`config.mk`:
```
export PLATFORM = sky130hd
export DESIGN_NAME = pci_param_channel
export DESIGN_NICKNAME = d
export VERILOG_FILES = /design/src/pci_pkg.sv /design/src/pci_param_channel.sv
export VERILOG_INCLUDE_DIRS = /design/src
export SDC_FILE = /design/constraint.sdc
export NUM_CORES = 2
export LEC_CHECK = 0
export BUFFER_PORTS_ARGS = -buffer_cell sky130_fd_sc_hd__buf_4
export CAP_MARGIN = 20
export CORE_ASPECT_RATIO = 0.8
export CORE_MARGIN = 1.5
export CORE_UTILIZATION = 34
export DETAILED_ROUTE_END_ITERATION = 7
export PLACE_DENSITY_LB_ADDON = 0.15
export SYNTH_ARGS = -nofsm -noshare
export SYNTH_HDL_FRONTEND = slang
export SYNTH_SLANG_ARGS = --single-unit
```
`constraint.sdc`:
```
create_clock -name aclk -period 9.2 [get_ports aclk]
set_input_delay 0.46 -clock aclk [delete_from_list [all_inputs] [get_ports aclk]]
set_output_delay 0.46 -clock aclk [all_outputs]
set_load 0.01 [all_outputs]
```
`src/pci_defs.svh`:
```
/*
 * Offsets, field positions, codes and sizes of the parameter channel
 * interpreter. Assumes inclusion by bare name from the design file.
 */
`ifndef PCI_DEFS_SVH
`define PCI_DEFS_SVH

// ----------------------------------------------------------------
// Register map (byte addresses)
// ----------------------------------------------------------------
`define PCI_OFS_RXBYTE   12'h000
`define PCI_OFS_STATUS   12'h004
`define PCI_OFS_ADDR     12'h008
`define PCI_OFS_TXPOP    12'h00c
`define PCI_PAGE_ATTR    4'h1
`define PCI_PAGE_VAL     4'h2
`define PCI_PAGE_LOG     4'h3
`define PCI_ADDR_RST     7'h01

// ----------------------------------------------------------------
// Attribute word fields
// ----------------------------------------------------------------
`define PCI_A_TYPE_LSB   11
`define PCI_A_WR         15
`define PCI_A_BUS        16
`define PCI_A_ARR        17
`define PCI_A_FLK        18
`define PCI_A_RLK        19
`define PCI_A_SIZE_LSB   20

// ----------------------------------------------------------------
// Commands, replies, errors, data types
// ----------------------------------------------------------------
`define PCI_CMD_NONE     4'h0
`define PCI_CMD_READ     4'h1
`define PCI_CMD_WRW      4'h2
`define PCI_CMD_WRD      4'h3
`define PCI_CMD_NVD      4'hd
`define PCI_CMD_NVW      4'he
`define PCI_CMD_TEXT     4'hf
`define PCI_REP_NONE     4'h0
`define PCI_REP_WORD     4'h1
`define PCI_REP_DWORD    4'h2
`define PCI_REP_ERR      4'h7
`define PCI_REP_TEXT     4'hf
`define PCI_ERR_NOPAR    8'd0
`define PCI_ERR_NOWR     8'd1
`define PCI_ERR_LIMIT    8'd2
`define PCI_ERR_SUBIDX   8'd3
`define PCI_ERR_NOARR    8'd4
`define PCI_ERR_TYPE     8'd5
`define PCI_ERR_MODE     8'd17
`define PCI_ERR_NOBUS    8'd130
`define PCI_ERR_FACT     8'd131
`define PCI_DT_I16       4'd3
`define PCI_DT_I32       4'd4
`define PCI_DT_U8        4'd5
`define PCI_DT_U16       4'd6
`define PCI_DT_U32       4'd7
`define PCI_DT_TEXT      4'd9
`define PCI_IND_TXT_RD   8'h04
`define PCI_IND_TXT_WR   8'h05

// ----------------------------------------------------------------
// Telegram framing
// ----------------------------------------------------------------
`define PCI_STX          8'h02
`define PCI_DATA_BYTES   8'd12
`define PCI_LGE_PARAM    8'd14
`define PCI_TXT_FIXED    8'd10
`define PCI_TXT_N        8'd4
`define PCI_TX_BYTES     5'd16

`endif

```
`src/pci_pkg.sv`:
```
/*
 * Types of the parameter channel interpreter.
 * Assumes nothing of its surroundings.
 */
package pci_pkg;
	typedef enum logic [2:0] {
		RX_IDLE = 3'b001,
		RX_LEN  = 3'b010,
		RX_BODY = 3'b100
	} pci_rx_state_t;
endpackage

```
`src/pci_param_channel.sv`:
```
/*
 * Parameter channel interpreter with AXI4-Lite register access.
 * Software pushes received telegram bytes, pops reply bytes and
 * loads the parameter table. Assumes drive_running, factory_setup_sel,
 * proc_status and proc_freq come from logic on aclk.
 */
// Decided for this implementation: the address map and register access over AXI4-Lite.
`timescale 1ns/1ps
`include "pci_defs.svh"

module pci_param_channel
	import pci_pkg::*;
#(
	parameter int PARAM_CNT = 8,
	parameter int LOG_DEPTH = 8
) (
	input  wire logic        aclk,
	input  wire logic        aresetn,
	input  wire logic        awvalid,
	output logic             awready,
	input  wire logic [11:0] awaddr,
	input  wire logic        wvalid,
	output logic             wready,
	input  wire logic [31:0] wdata,
	input  wire logic [3:0]  wstrb,
	output logic             bvalid,
	input  wire logic        bready,
	output logic [1:0]       bresp,
	input  wire logic        arvalid,
	output logic             arready,
	input  wire logic [11:0] araddr,
	output logic             rvalid,
	input  wire logic        rready,
	output logic [31:0]      rdata,
	output logic [1:0]       rresp,
	input  wire logic        drive_running,
	input  wire logic        factory_setup_sel,
	input  wire logic [15:0] proc_status,
	input  wire logic [15:0] proc_freq,
	output logic             nvm_store,
	output logic [5:0]       nvm_slot
);
	localparam int IW = $clog2(PARAM_CNT);
	localparam int LW = $clog2(LOG_DEPTH);

	initial begin
		if (PARAM_CNT < 2 || PARAM_CNT > 64 || LOG_DEPTH < 2 ||
		    LOG_DEPTH > 64)
			$error("pci_param_channel: table sizes out of range");
	end

	function automatic logic [31:0] merge(input logic [31:0] o,
		input logic [31:0] n, input logic [3:0] s);
		logic [31:0] r;
		r = o;
		for (int b = 0; b < 4; b++)
			if (s[b])
				r[b*8 +: 8] = n[b*8 +: 8];
		return r;
	endfunction

	// --------------------------------------------------------------
	// Storage
	// --------------------------------------------------------------
	logic [31:0]   attr_mem [PARAM_CNT];
	logic [31:0]   val_mem  [PARAM_CNT];
	logic [7:0]    log_mem  [LOG_DEPTH];
	logic [7:0]    rx_buf   [12];
	logic [7:0]    tx_mem   [16];
	logic [7:0]    tx_nxt   [16];
	pci_rx_state_t rx_state_r;
	logic [7:0]    bcc_r, left_r, cnt_r, adr_r;
	logic [6:0]    my_addr_r;
	logic          exec_go_r, bcast_r;
	logic [4:0]    tx_len_r, tx_rd_r;
	logic          awready_r, wready_r, bvalid_r, arready_r, rvalid_r;
	logic [1:0]    bresp_r, rresp_r;
	logic [31:0]   rdata_r;
	logic          nvm_store_r;
	logic [5:0]    nvm_slot_r;

	// --------------------------------------------------------------
	// Bus decode
	// --------------------------------------------------------------
	wire        wr_fire  = awready_r;
	wire        rd_fire  = arready_r;
	wire [6:0]  wtix     = {1'b0, awaddr[7:2]};
	wire [6:0]  rtix     = {1'b0, araddr[7:2]};
	wire        w_rx     = awaddr == `PCI_OFS_RXBYTE;
	wire        w_adr    = awaddr == `PCI_OFS_ADDR;
	wire        w_attr   = awaddr[11:8] == `PCI_PAGE_ATTR &&
	                       wtix < 7'(PARAM_CNT);
	wire        w_val    = awaddr[11:8] == `PCI_PAGE_VAL &&
	                       wtix < 7'(PARAM_CNT);
	wire        w_log    = awaddr[11:8] == `PCI_PAGE_LOG &&
	                       wtix < 7'(LOG_DEPTH);
	wire        w_ok     = w_rx | w_adr | w_attr | w_val | w_log;
	wire        tx_avail = tx_rd_r < tx_len_r;
	wire [7:0]  tx_head  = tx_avail ? tx_mem[tx_rd_r[3:0]] : 8'h0;
	wire        r_pop    = araddr == `PCI_OFS_TXPOP;
	wire        r_attr   = araddr[11:8] == `PCI_PAGE_ATTR &&
	                       rtix < 7'(PARAM_CNT);
	wire        r_val    = araddr[11:8] == `PCI_PAGE_VAL &&
	                       rtix < 7'(PARAM_CNT);
	wire        r_log    = araddr[11:8] == `PCI_PAGE_LOG &&
	                       rtix < 7'(LOG_DEPTH);
	wire        r_sta    = araddr == `PCI_OFS_STATUS;
	wire        r_adr    = araddr == `PCI_OFS_ADDR;
	wire        r_ok     = r_pop | r_attr | r_val | r_log | r_sta |
	                       r_adr | araddr == `PCI_OFS_RXBYTE;
	wire [31:0] rd_mux   =
		r_pop  ? {23'h0, tx_avail, tx_head} :
		r_sta  ? {28'h0, rx_state_r, tx_avail} :
		r_adr  ? {25'h0, my_addr_r} :
		r_attr ? attr_mem[araddr[IW+1:2]] :
		r_val  ? val_mem[araddr[IW+1:2]] :
		r_log  ? {24'h0, log_mem[araddr[LW+1:2]]} : 32'h0;

	// --------------------------------------------------------------
	// AXI4-Lite handshakes
	// --------------------------------------------------------------
	always_ff @(posedge aclk) begin
		if (!aresetn) begin
			awready_r <= 1'b0;
			wready_r  <= 1'b0;
			bvalid_r  <= 1'b0;
			bresp_r   <= 2'h0;
			arready_r <= 1'b0;
			rvalid_r  <= 1'b0;
			rresp_r   <= 2'h0;
			rdata_r   <= 32'h0;
		end else begin
			awready_r <= awvalid && wvalid && !bvalid_r && !awready_r;
			wready_r  <= awvalid && wvalid && !bvalid_r && !awready_r;
			if (wr_fire) begin
				bvalid_r <= 1'b1;
				bresp_r  <= w_ok ? 2'h0 : 2'h2;
			end else if (bready)
				bvalid_r <= 1'b0;
			arready_r <= arvalid && !rvalid_r && !arready_r;
			if (rd_fire) begin
				rvalid_r <= 1'b1;
				rdata_r  <= rd_mux;
				rresp_r  <= r_ok ? 2'h0 : 2'h2;
			end else if (rready)
				rvalid_r <= 1'b0;
		end
	end

	// --------------------------------------------------------------
	// Telegram receiver
	// --------------------------------------------------------------
	wire       rx_we   = wr_fire && w_rx && wstrb[0];
	wire [7:0] rx_byte = wdata[7:0];
	wire [7:0] bcc_nxt = bcc_r ^ rx_byte;
	wire       bc_addr = adr_r[7] ? adr_r[6:0] == 7'h0 : adr_r[5];
	wire       my_tel  = adr_r[7] ? adr_r[6:0] == my_addr_r :
	                     adr_r[4:0] == my_addr_r[4:0];

	always_ff @(posedge aclk) begin
		if (!aresetn) begin
			rx_state_r <= RX_IDLE;
			bcc_r      <= 8'h0;
			left_r     <= 8'h0;
			cnt_r      <= 8'h0;
			adr_r      <= 8'h0;
			exec_go_r  <= 1'b0;
			bcast_r    <= 1'b0;
		end else begin
			exec_go_r <= 1'b0;
			if (rx_we) begin
				unique case (rx_state_r)
				RX_IDLE: if (rx_byte == `PCI_STX) begin
					bcc_r      <= `PCI_STX;
					rx_state_r <= RX_LEN;
				end
				RX_LEN: begin
					bcc_r      <= bcc_nxt;
					left_r     <= rx_byte;
					cnt_r      <= 8'h0;
					rx_state_r <= rx_byte == 8'h0 ? RX_IDLE : RX_BODY;
				end
				RX_BODY: begin
					bcc_r  <= bcc_nxt;
					cnt_r  <= cnt_r + 8'h1;
					left_r <= left_r - 8'h1;
					if (cnt_r == 8'h0)
						adr_r <= rx_byte;
					else if (cnt_r <= `PCI_DATA_BYTES)
						rx_buf[4'(cnt_r - 8'h1)] <= rx_byte;
					if (left_r == 8'h1) begin
						rx_state_r <= RX_IDLE;
						exec_go_r  <= bcc_nxt == 8'h0 &&
							cnt_r == `PCI_DATA_BYTES + 8'h1 &&
							(my_tel || bc_addr);
						bcast_r    <= bc_addr;
					end
				end
				endcase
			end
		end
	end

	// --------------------------------------------------------------
	// Command decode
	// --------------------------------------------------------------
	wire [15:0] param_identifier_word    = {rx_buf[0], rx_buf[1]};
	wire [7:0]  ind_lo = rx_buf[3];
	wire [7:0]  ind_hi = rx_buf[2];
	wire [31:0] param_value_block    = {rx_buf[4], rx_buf[5], rx_buf[6], rx_buf[7]};
	wire [3:0]  cmd    = param_identifier_word[15:12];
	wire [10:0] param_number_field    = param_identifier_word[10:0];

	logic          hit;
	logic [IW-1:0] hix;
	always_comb begin
		hit = 1'b0;
		hix = '0;
		for (int i = 0; i < PARAM_CNT; i++)
			if (!hit && attr_mem[i][10:0] == param_number_field) begin
				hit = 1'b1;
				hix = IW'(i);
			end
	end

	wire [31:0] at    = attr_mem[hix];
	wire [3:0]  dtype = at[`PCI_A_TYPE_LSB +: 4];
	wire [7:0]  asize = {4'h0, at[`PCI_A_SIZE_LSB +: 4]};
	wire        dw_ty = dtype == `PCI_DT_I32 || dtype == `PCI_DT_U32;
	wire        dw_cm = cmd == `PCI_CMD_WRD || cmd == `PCI_CMD_NVD;
	wire        nv_cm = cmd == `PCI_CMD_NVD || cmd == `PCI_CMD_NVW;
	wire [31:0] newv  = dw_cm ? param_value_block : {16'h0, param_value_block[15:0]};
	wire        known = cmd inside {`PCI_CMD_NONE, `PCI_CMD_READ,
		`PCI_CMD_WRW, `PCI_CMD_WRD, `PCI_CMD_NVD, `PCI_CMD_NVW,
		`PCI_CMD_TEXT};
	wire [LW-1:0] lix = LW'(ind_lo - 8'h1);

	logic        err, do_wr, nv;
	logic [7:0]  en;
	logic [3:0]  code;
	logic [31:0] val;
	always_comb begin
		err   = 1'b0;
		en    = `PCI_ERR_NOPAR;
		code  = `PCI_REP_NONE;
		val   = 32'h0;
		do_wr = 1'b0;
		nv    = 1'b0;
		if (!known)
			err = 1'b1;
		else if (cmd == `PCI_CMD_NONE)
			code = `PCI_REP_NONE;
		else if (!hit)
			err = 1'b1;
		else if (!at[`PCI_A_BUS]) begin
			err = 1'b1;
			en  = `PCI_ERR_NOBUS;
		end else if (cmd == `PCI_CMD_READ) begin
			if (at[`PCI_A_ARR]) begin
				if (ind_lo == 8'h0 || ind_lo > asize ||
				    ind_lo > 8'(LOG_DEPTH)) begin
					err = 1'b1;
					en  = `PCI_ERR_SUBIDX;
				end else begin
					code = `PCI_REP_WORD;
					val  = {24'h0, log_mem[lix]};
				end
			end else if (ind_lo != 8'h0) begin
				err = 1'b1;
				en  = `PCI_ERR_NOARR;
			end else if (dtype == `PCI_DT_TEXT) begin
				err = 1'b1;
				en  = `PCI_ERR_TYPE;
			end else begin
				code = dw_ty ? `PCI_REP_DWORD : `PCI_REP_WORD;
				val  = val_mem[hix];
			end
		end else if (cmd == `PCI_CMD_TEXT) begin
			if (dtype != `PCI_DT_TEXT) begin
				err = 1'b1;
				en  = `PCI_ERR_TYPE;
			end else if (ind_hi == `PCI_IND_TXT_RD) begin
				code = `PCI_REP_TEXT;
				val  = val_mem[hix];
			end else if (ind_hi != `PCI_IND_TXT_WR) begin
				err = 1'b1;
				en  = `PCI_ERR_SUBIDX;
			end else if (!at[`PCI_A_WR]) begin
				err = 1'b1;
				en  = `PCI_ERR_NOWR;
			end else begin
				code  = `PCI_REP_TEXT;
				val   = param_value_block;
				do_wr = 1'b1;
			end
		end else if (!at[`PCI_A_WR]) begin
			err = 1'b1;
			en  = `PCI_ERR_NOWR;
		end else if (factory_setup_sel && at[`PCI_A_FLK]) begin
			err = 1'b1;
			en  = `PCI_ERR_FACT;
		end else if (drive_running && at[`PCI_A_RLK]) begin
			err = 1'b1;
			en  = `PCI_ERR_MODE;
		end else if (dw_cm != dw_ty || dtype == `PCI_DT_TEXT) begin
			err = 1'b1;
			en  = `PCI_ERR_TYPE;
		end else if (dtype == `PCI_DT_U8 && newv[31:8] != 24'h0) begin
			err = 1'b1;
			en  = `PCI_ERR_LIMIT;
		end else begin
			code  = dw_cm ? `PCI_REP_DWORD : `PCI_REP_WORD;
			val   = newv;
			do_wr = 1'b1;
			nv    = nv_cm;
		end
		if (err) begin
			code = `PCI_REP_ERR;
			val  = {24'h0, en};
		end
	end

	// --------------------------------------------------------------
	// Reply assembly
	// --------------------------------------------------------------
	always_comb begin
		tx_nxt[0]  = `PCI_STX;
		tx_nxt[1]  = code == `PCI_REP_TEXT ?
			`PCI_TXT_FIXED + `PCI_TXT_N : `PCI_LGE_PARAM;
		tx_nxt[2]  = adr_r;
		tx_nxt[3]  = {code, param_identifier_word[11:8]};
		tx_nxt[4]  = param_identifier_word[7:0];
		tx_nxt[5]  = rx_buf[2];
		tx_nxt[6]  = rx_buf[3];
		tx_nxt[7]  = val[31:24];
		tx_nxt[8]  = val[23:16];
		tx_nxt[9]  = val[15:8];
		tx_nxt[10] = val[7:0];
		tx_nxt[11] = proc_status[15:8];
		tx_nxt[12] = proc_status[7:0];
		tx_nxt[13] = proc_freq[15:8];
		tx_nxt[14] = proc_freq[7:0];
		tx_nxt[15] = 8'h0;
		for (int i = 0; i < 15; i++)
			tx_nxt[15] = tx_nxt[15] ^ tx_nxt[i];
	end

	// --------------------------------------------------------------
	// Tables, reply buffer and nonvolatile strobe
	// --------------------------------------------------------------
	always_ff @(posedge aclk) begin
		if (!aresetn) begin
			my_addr_r   <= `PCI_ADDR_RST;
			tx_len_r    <= 5'h0;
			tx_rd_r     <= 5'h0;
			nvm_store_r <= 1'b0;
			nvm_slot_r  <= 6'h0;
			for (int i = 0; i < PARAM_CNT; i++)
				attr_mem[i] <= 32'h0;
		end else begin
			nvm_store_r <= 1'b0;
			if (wr_fire && w_adr && wstrb[0])
				my_addr_r <= wdata[6:0];
			if (wr_fire && w_attr)
				attr_mem[awaddr[IW+1:2]] <=
					merge(attr_mem[awaddr[IW+1:2]], wdata, wstrb);
			if (wr_fire && w_val)
				val_mem[awaddr[IW+1:2]] <=
					merge(val_mem[awaddr[IW+1:2]], wdata, wstrb);
			if (wr_fire && w_log && wstrb[0])
				log_mem[awaddr[LW+1:2]] <= wdata[7:0];
			if (rd_fire && r_pop && tx_avail)
				tx_rd_r <= tx_rd_r + 5'h1;
			if (exec_go_r) begin
				if (do_wr)
					val_mem[hix] <= val;
				nvm_store_r <= do_wr && nv;
				nvm_slot_r  <= 6'(hix);
				if (!bcast_r) begin
					tx_len_r <= `PCI_TX_BYTES;
					tx_rd_r  <= 5'h0;
					for (int i = 0; i < 16; i++)
						tx_mem[i] <= tx_nxt[i];
				end
			end
		end
	end

	assign awready   = awready_r;
	assign wready    = wready_r;
	assign bvalid    = bvalid_r;
	assign bresp     = bresp_r;
	assign arready   = arready_r;
	assign rvalid    = rvalid_r;
	assign rdata     = rdata_r;
	assign rresp     = rresp_r;
	assign nvm_store = nvm_store_r;
	assign nvm_slot  = nvm_slot_r;
endmodule // pci_param_channel

```
==> out/results.ini <==
[status]
status=completed

[cts]
cts_setup_buffers=0
cts_sinks=844
cts-buffers-inserted=96
cts_tree=done
clk_pin_slew_ns=0.06
cts-root-buf=clkbuf_16
insertion_delay_ns=0.72
cts_buffer_depth=3
cts_max_level=3

[placed_design]
place.gp.congestion=0.923
place_inst=5457
port_buffers=143
dp_hpwl_um=125000

[setup_path]
start_kind=flop
regToRegEndpoint=val_mem[3][7]
slowest_stage=edfxtp_1
cp_num_cells=16
crit_type=reg -> reg
cp_cell_sequence=xor2_1 > nor4_1 > and3_1 > a21oi_2 > o32ai_4 > buf_4 > mux2i_1 > or3_4 > a211o_1 > or4_4 > nand2_2 > nand2_1 > nor4_1 > nand3_1 > o21ai_0 > clkbuf_2
path_delay_family=simple AND/OR/NAND/NOR gates
cp_num_buf_inv=2
cp-startpoint=rx_buf[1][4]
crit_top_cell=nor4_1
reg2reg_from=rx_buf[1][4]
critPathMaxStageDelay_ns=0.66
reg2reg_slack_ns=1.74
crit_path_max_fanout=30
end_kind=flop
worstPathArrival_ns=7.88
reg2reg_depth=16
cp.required_ns=9.61
endpoint=val_mem[3][7]

[timing]
clock.fmax_mhz=134
finalCriticalPeriod_ns=7.46
setup_tns_ns=0
slew_viol_final=0
setup_viol=0
tightest_slew_ns=1.15
timing.final.crit_share_pct=81.1
rsz0062_at_grt=false
fin_skew_ns=0.0399
hold_viol=0
max-slew-margin-rel_pct=23.2

[drt]
drt-vias-per-instance=5.80
drc=0
drtIter0Drc=4635
vias=33000
avgRoutedWirePerCell_um=31.1
postRouteAntennaNets=0
firstDrtPassIters=6
drt-total-wl_um=177000

[logic_synthesis]
synthTopCellsByArea=edfxtp_1 51%, mux4_2 9.7%, nand2_1 4.2%, dfxtp_1 4.2%, o21ai_0 4.1%
synth.top_cell.area_share_pct=51.2
synthXorXnorAreaFrac_pct=4.06
muxShareOfSynthArea_pct=12.5
synth-simple-area-share_pct=14.3
yosysUniqueCellTypes=95
seq_area_frac_synth_pct=55.4
synth_top_family_by_area=simple AND/OR/NAND/NOR gates
synth_area_um2=44100
synth_edf_count=752
synth-main-ff-cell=edfxtp_1
synth_compound_area_share_pct=10.2
synth.avg_cell_area_um2=11.8
yosysTopAreaCell=edfxtp_1
synthCells=3736
ys.warnings.count=0
synthAdderAreaFrac_pct=0.454
async_reset_ff_share_pct=0
ys_ff_latch=844

[power]
clockPowerShare_pct=44.5
p_int_mw=6.59
power.density_nw_per_um2=170
pwr-share-comb_pct=6.5
swShare_pct=23.9
p_leak_nw=17.8
ir_drop_v=0.000128
switchingPower_mw=2.07
power_frac_seq_pct=49.0

[hold_path]
worstHoldPathType=in -> reg

[global_routing]
grt_max_degree=71
gr-usage-all-layers_pct=26.5
grt_pass1_vias=30700
overflow=0
antenna_found_initial=16
grt_pass1_wl_um=248000

[floorplanning]
coreArea_um2=128000
die_height_um=325
rows=117
start_util_pct=34.5
dieArea_um2=132000
io-pin-count=149
die_w_um=406

[layout]
stdcell_count=5678
layout.nets=3991
drive_gt1_share_pct=17.3
synthToLayoutAreaGrowth_pct=15.2
fill_cells=12200

[run]
drv_cap=0

[power groups by stage]
stage | logic [mW] | clock network, mW | registers (mW)
2_1_floorplan | 0.299 | 0 | 4.30
5_1_grt | 0.599 | 4.04 | 4.24
3_3_place_gp | 0.542 | 0 | 4.32
4_1_cts | 0.561 | 3.90 | 4.24
3_5_place_dp | 0.546 | 0 | 4.32
6_report | 0.565 | 3.85 | 4.24
[layer usage]
layer / routed length (um) / track usage [%] / part of all wire (%) / vias to the layer above
met3: 18900 / 6.86 / 11 / 225
li1: - / - / - / 14200
met4: 4130 / 6.22 / 2.3 / 6
met1: 79300 / 40.1 / 45 / 16700
met2: 74300 / 37.4 / 42 / 1840
met5: 40 / 0 / 0.023 / -
[worst register-to-register path, stage by stage (launching register included)]
cell and delay, ns:
edfxtp_1 0.66, xor2_1 0.26, nor4_1 0.65, and3_1 0.53, a21oi_2 0.12, o32ai_4 0.39
buf_4 0.47, mux2i_1 0.16, or3_4 0.44, a211o_1 0.57, or4_4 0.68, nand2_2 0.19
nand2_1 0.19, nor4_1 0.37, nand3_1 0.64, o21ai_0 0.56, clkbuf_2 0.30
[flip-flops by register name (all words and copies together) (netlist names), 5 cells and up]
name,cells
bcc_r,8
rx_buf,64
cnt_r,8
my_addr_r,7
log_mem,64
attr_mem,256
tx_rd_r,5
adr_r,8
val_mem,256
rdata,32
left_r,8
tx_mem,112
[cell usage after synthesis, types with 9 or more instances]
library cell and count:
buf_4 19, nand4_1 14, nand3_1 74, xor2_1 111, a31oi_1 18, xnor2_1 91
inv_1 39, o21ai_1 13, nand2_1 491, mux4_2 190, or3_1 16, a21oi_1 64
a32oi_1 12, a221oi_1 18, nor4_1 45, a22oi_1 32, a22o_1 10, o22ai_1 68
a21o_1 11, edfxtp_1 752, o211ai_1 10, o221ai_1 9, buf_2 13, buf_1 40
dfxtp_1 92, and3_1 15, clkbuf_1 211, ha_1 16, mux2i_1 116, o21ai_0 363
nor2_1 242, nand2b_1 15, and2_1 274, nor3_1 49, a211oi_1 11
[cell usage in the layout (no fill, tap or decap), drive strengths merged, types with 12 or more instances in the layout]
| master | count |
|---|---|
| dfxtp | 92 |
| a32oi | 12 |
| mux2i | 116 |
| edfxtp | 752 |
| mux4 | 190 |
| o21ai | 377 |
| nor2 | 243 |
| nand2 | 492 |
| xor2 | 111 |
| buf | 283 |
| a31oi | 21 |
| clkinv | 32 |
| a221oi | 18 |
| a22oi | 32 |
| nand4 | 14 |
| or3 | 17 |
| a211oi | 12 |
| xnor2 | 91 |
| nand2b | 15 |
| inv | 46 |
| nor3 | 49 |
| and3 | 16 |
| o22ai | 68 |
| nor4 | 51 |
| ha | 16 |
| dlygate4sd3 | 37 |
| a21oi | 66 |
| and2 | 274 |
| nand3 | 75 |
| clkbuf | 134 |
[what timing repair did]
item,CTS,global route
hold buffers,37,0
resized for setup,0,0
endpoints found under the hold margin,36,0
[kinds of logic after synthesis]
group                    after synthesis
flip-flops                           844
XOR/XNOR                             203
other                                  1
adder cells (fa/ha/maj)               16
multiplexers                         312
buffers and inverters                328
AND/OR/NAND/NOR                     1301
AO/OA/AOI/OAI                        731
[final cells by class]
class,instances,area [um^2],area share [%]
antenna,2,5.00,0.00985
tap,1725,2160,4.25
clock buffer,132,2640,5.19
multi-input combinational,2568,18500,36.4
inverter,42,158,0.310
timing repair buffer,322,2520,4.96
clock inverter,43,414,0.815
sequential,844,24400,48.1
[worst min path at each step]
stage,endpoint,startpoint,slack (ns),cells after the start
floorplan,tx_mem[4][7],rx_buf[1][7],0.42,0
global placement,wready,bvalid,0.44,1
detailed placement,wready,bvalid,0.44,1
CTS,bvalid,bready,0.03,4
global route,bresp[1],awaddr[9],0.06,3
finish,bvalid,bready,0.07,4
[stage by stage]
stage / power, mW / hold slack [ns] / setup WS [ns] / instance area (um^2) / util [%]
finish: 8.66 / 0.0725 / 1.74 / 50800 / 39.7
global route: 8.88 / 0.0558 / 1.21 / 50800 / 39.7
CTS: 8.70 / 0.0287 / 1.80 / 50800 / 39.7
detailed placement: 4.87 / 0.436 / 1.79 / 47300 / 37.0
global placement: 4.87 / 0.440 / 1.74 / 47200 / 36.9
floorplan: 4.60 / 0.421 / 0.0967 / 44100 / -
Note: power is estimated with default switching activity, not from simulation.
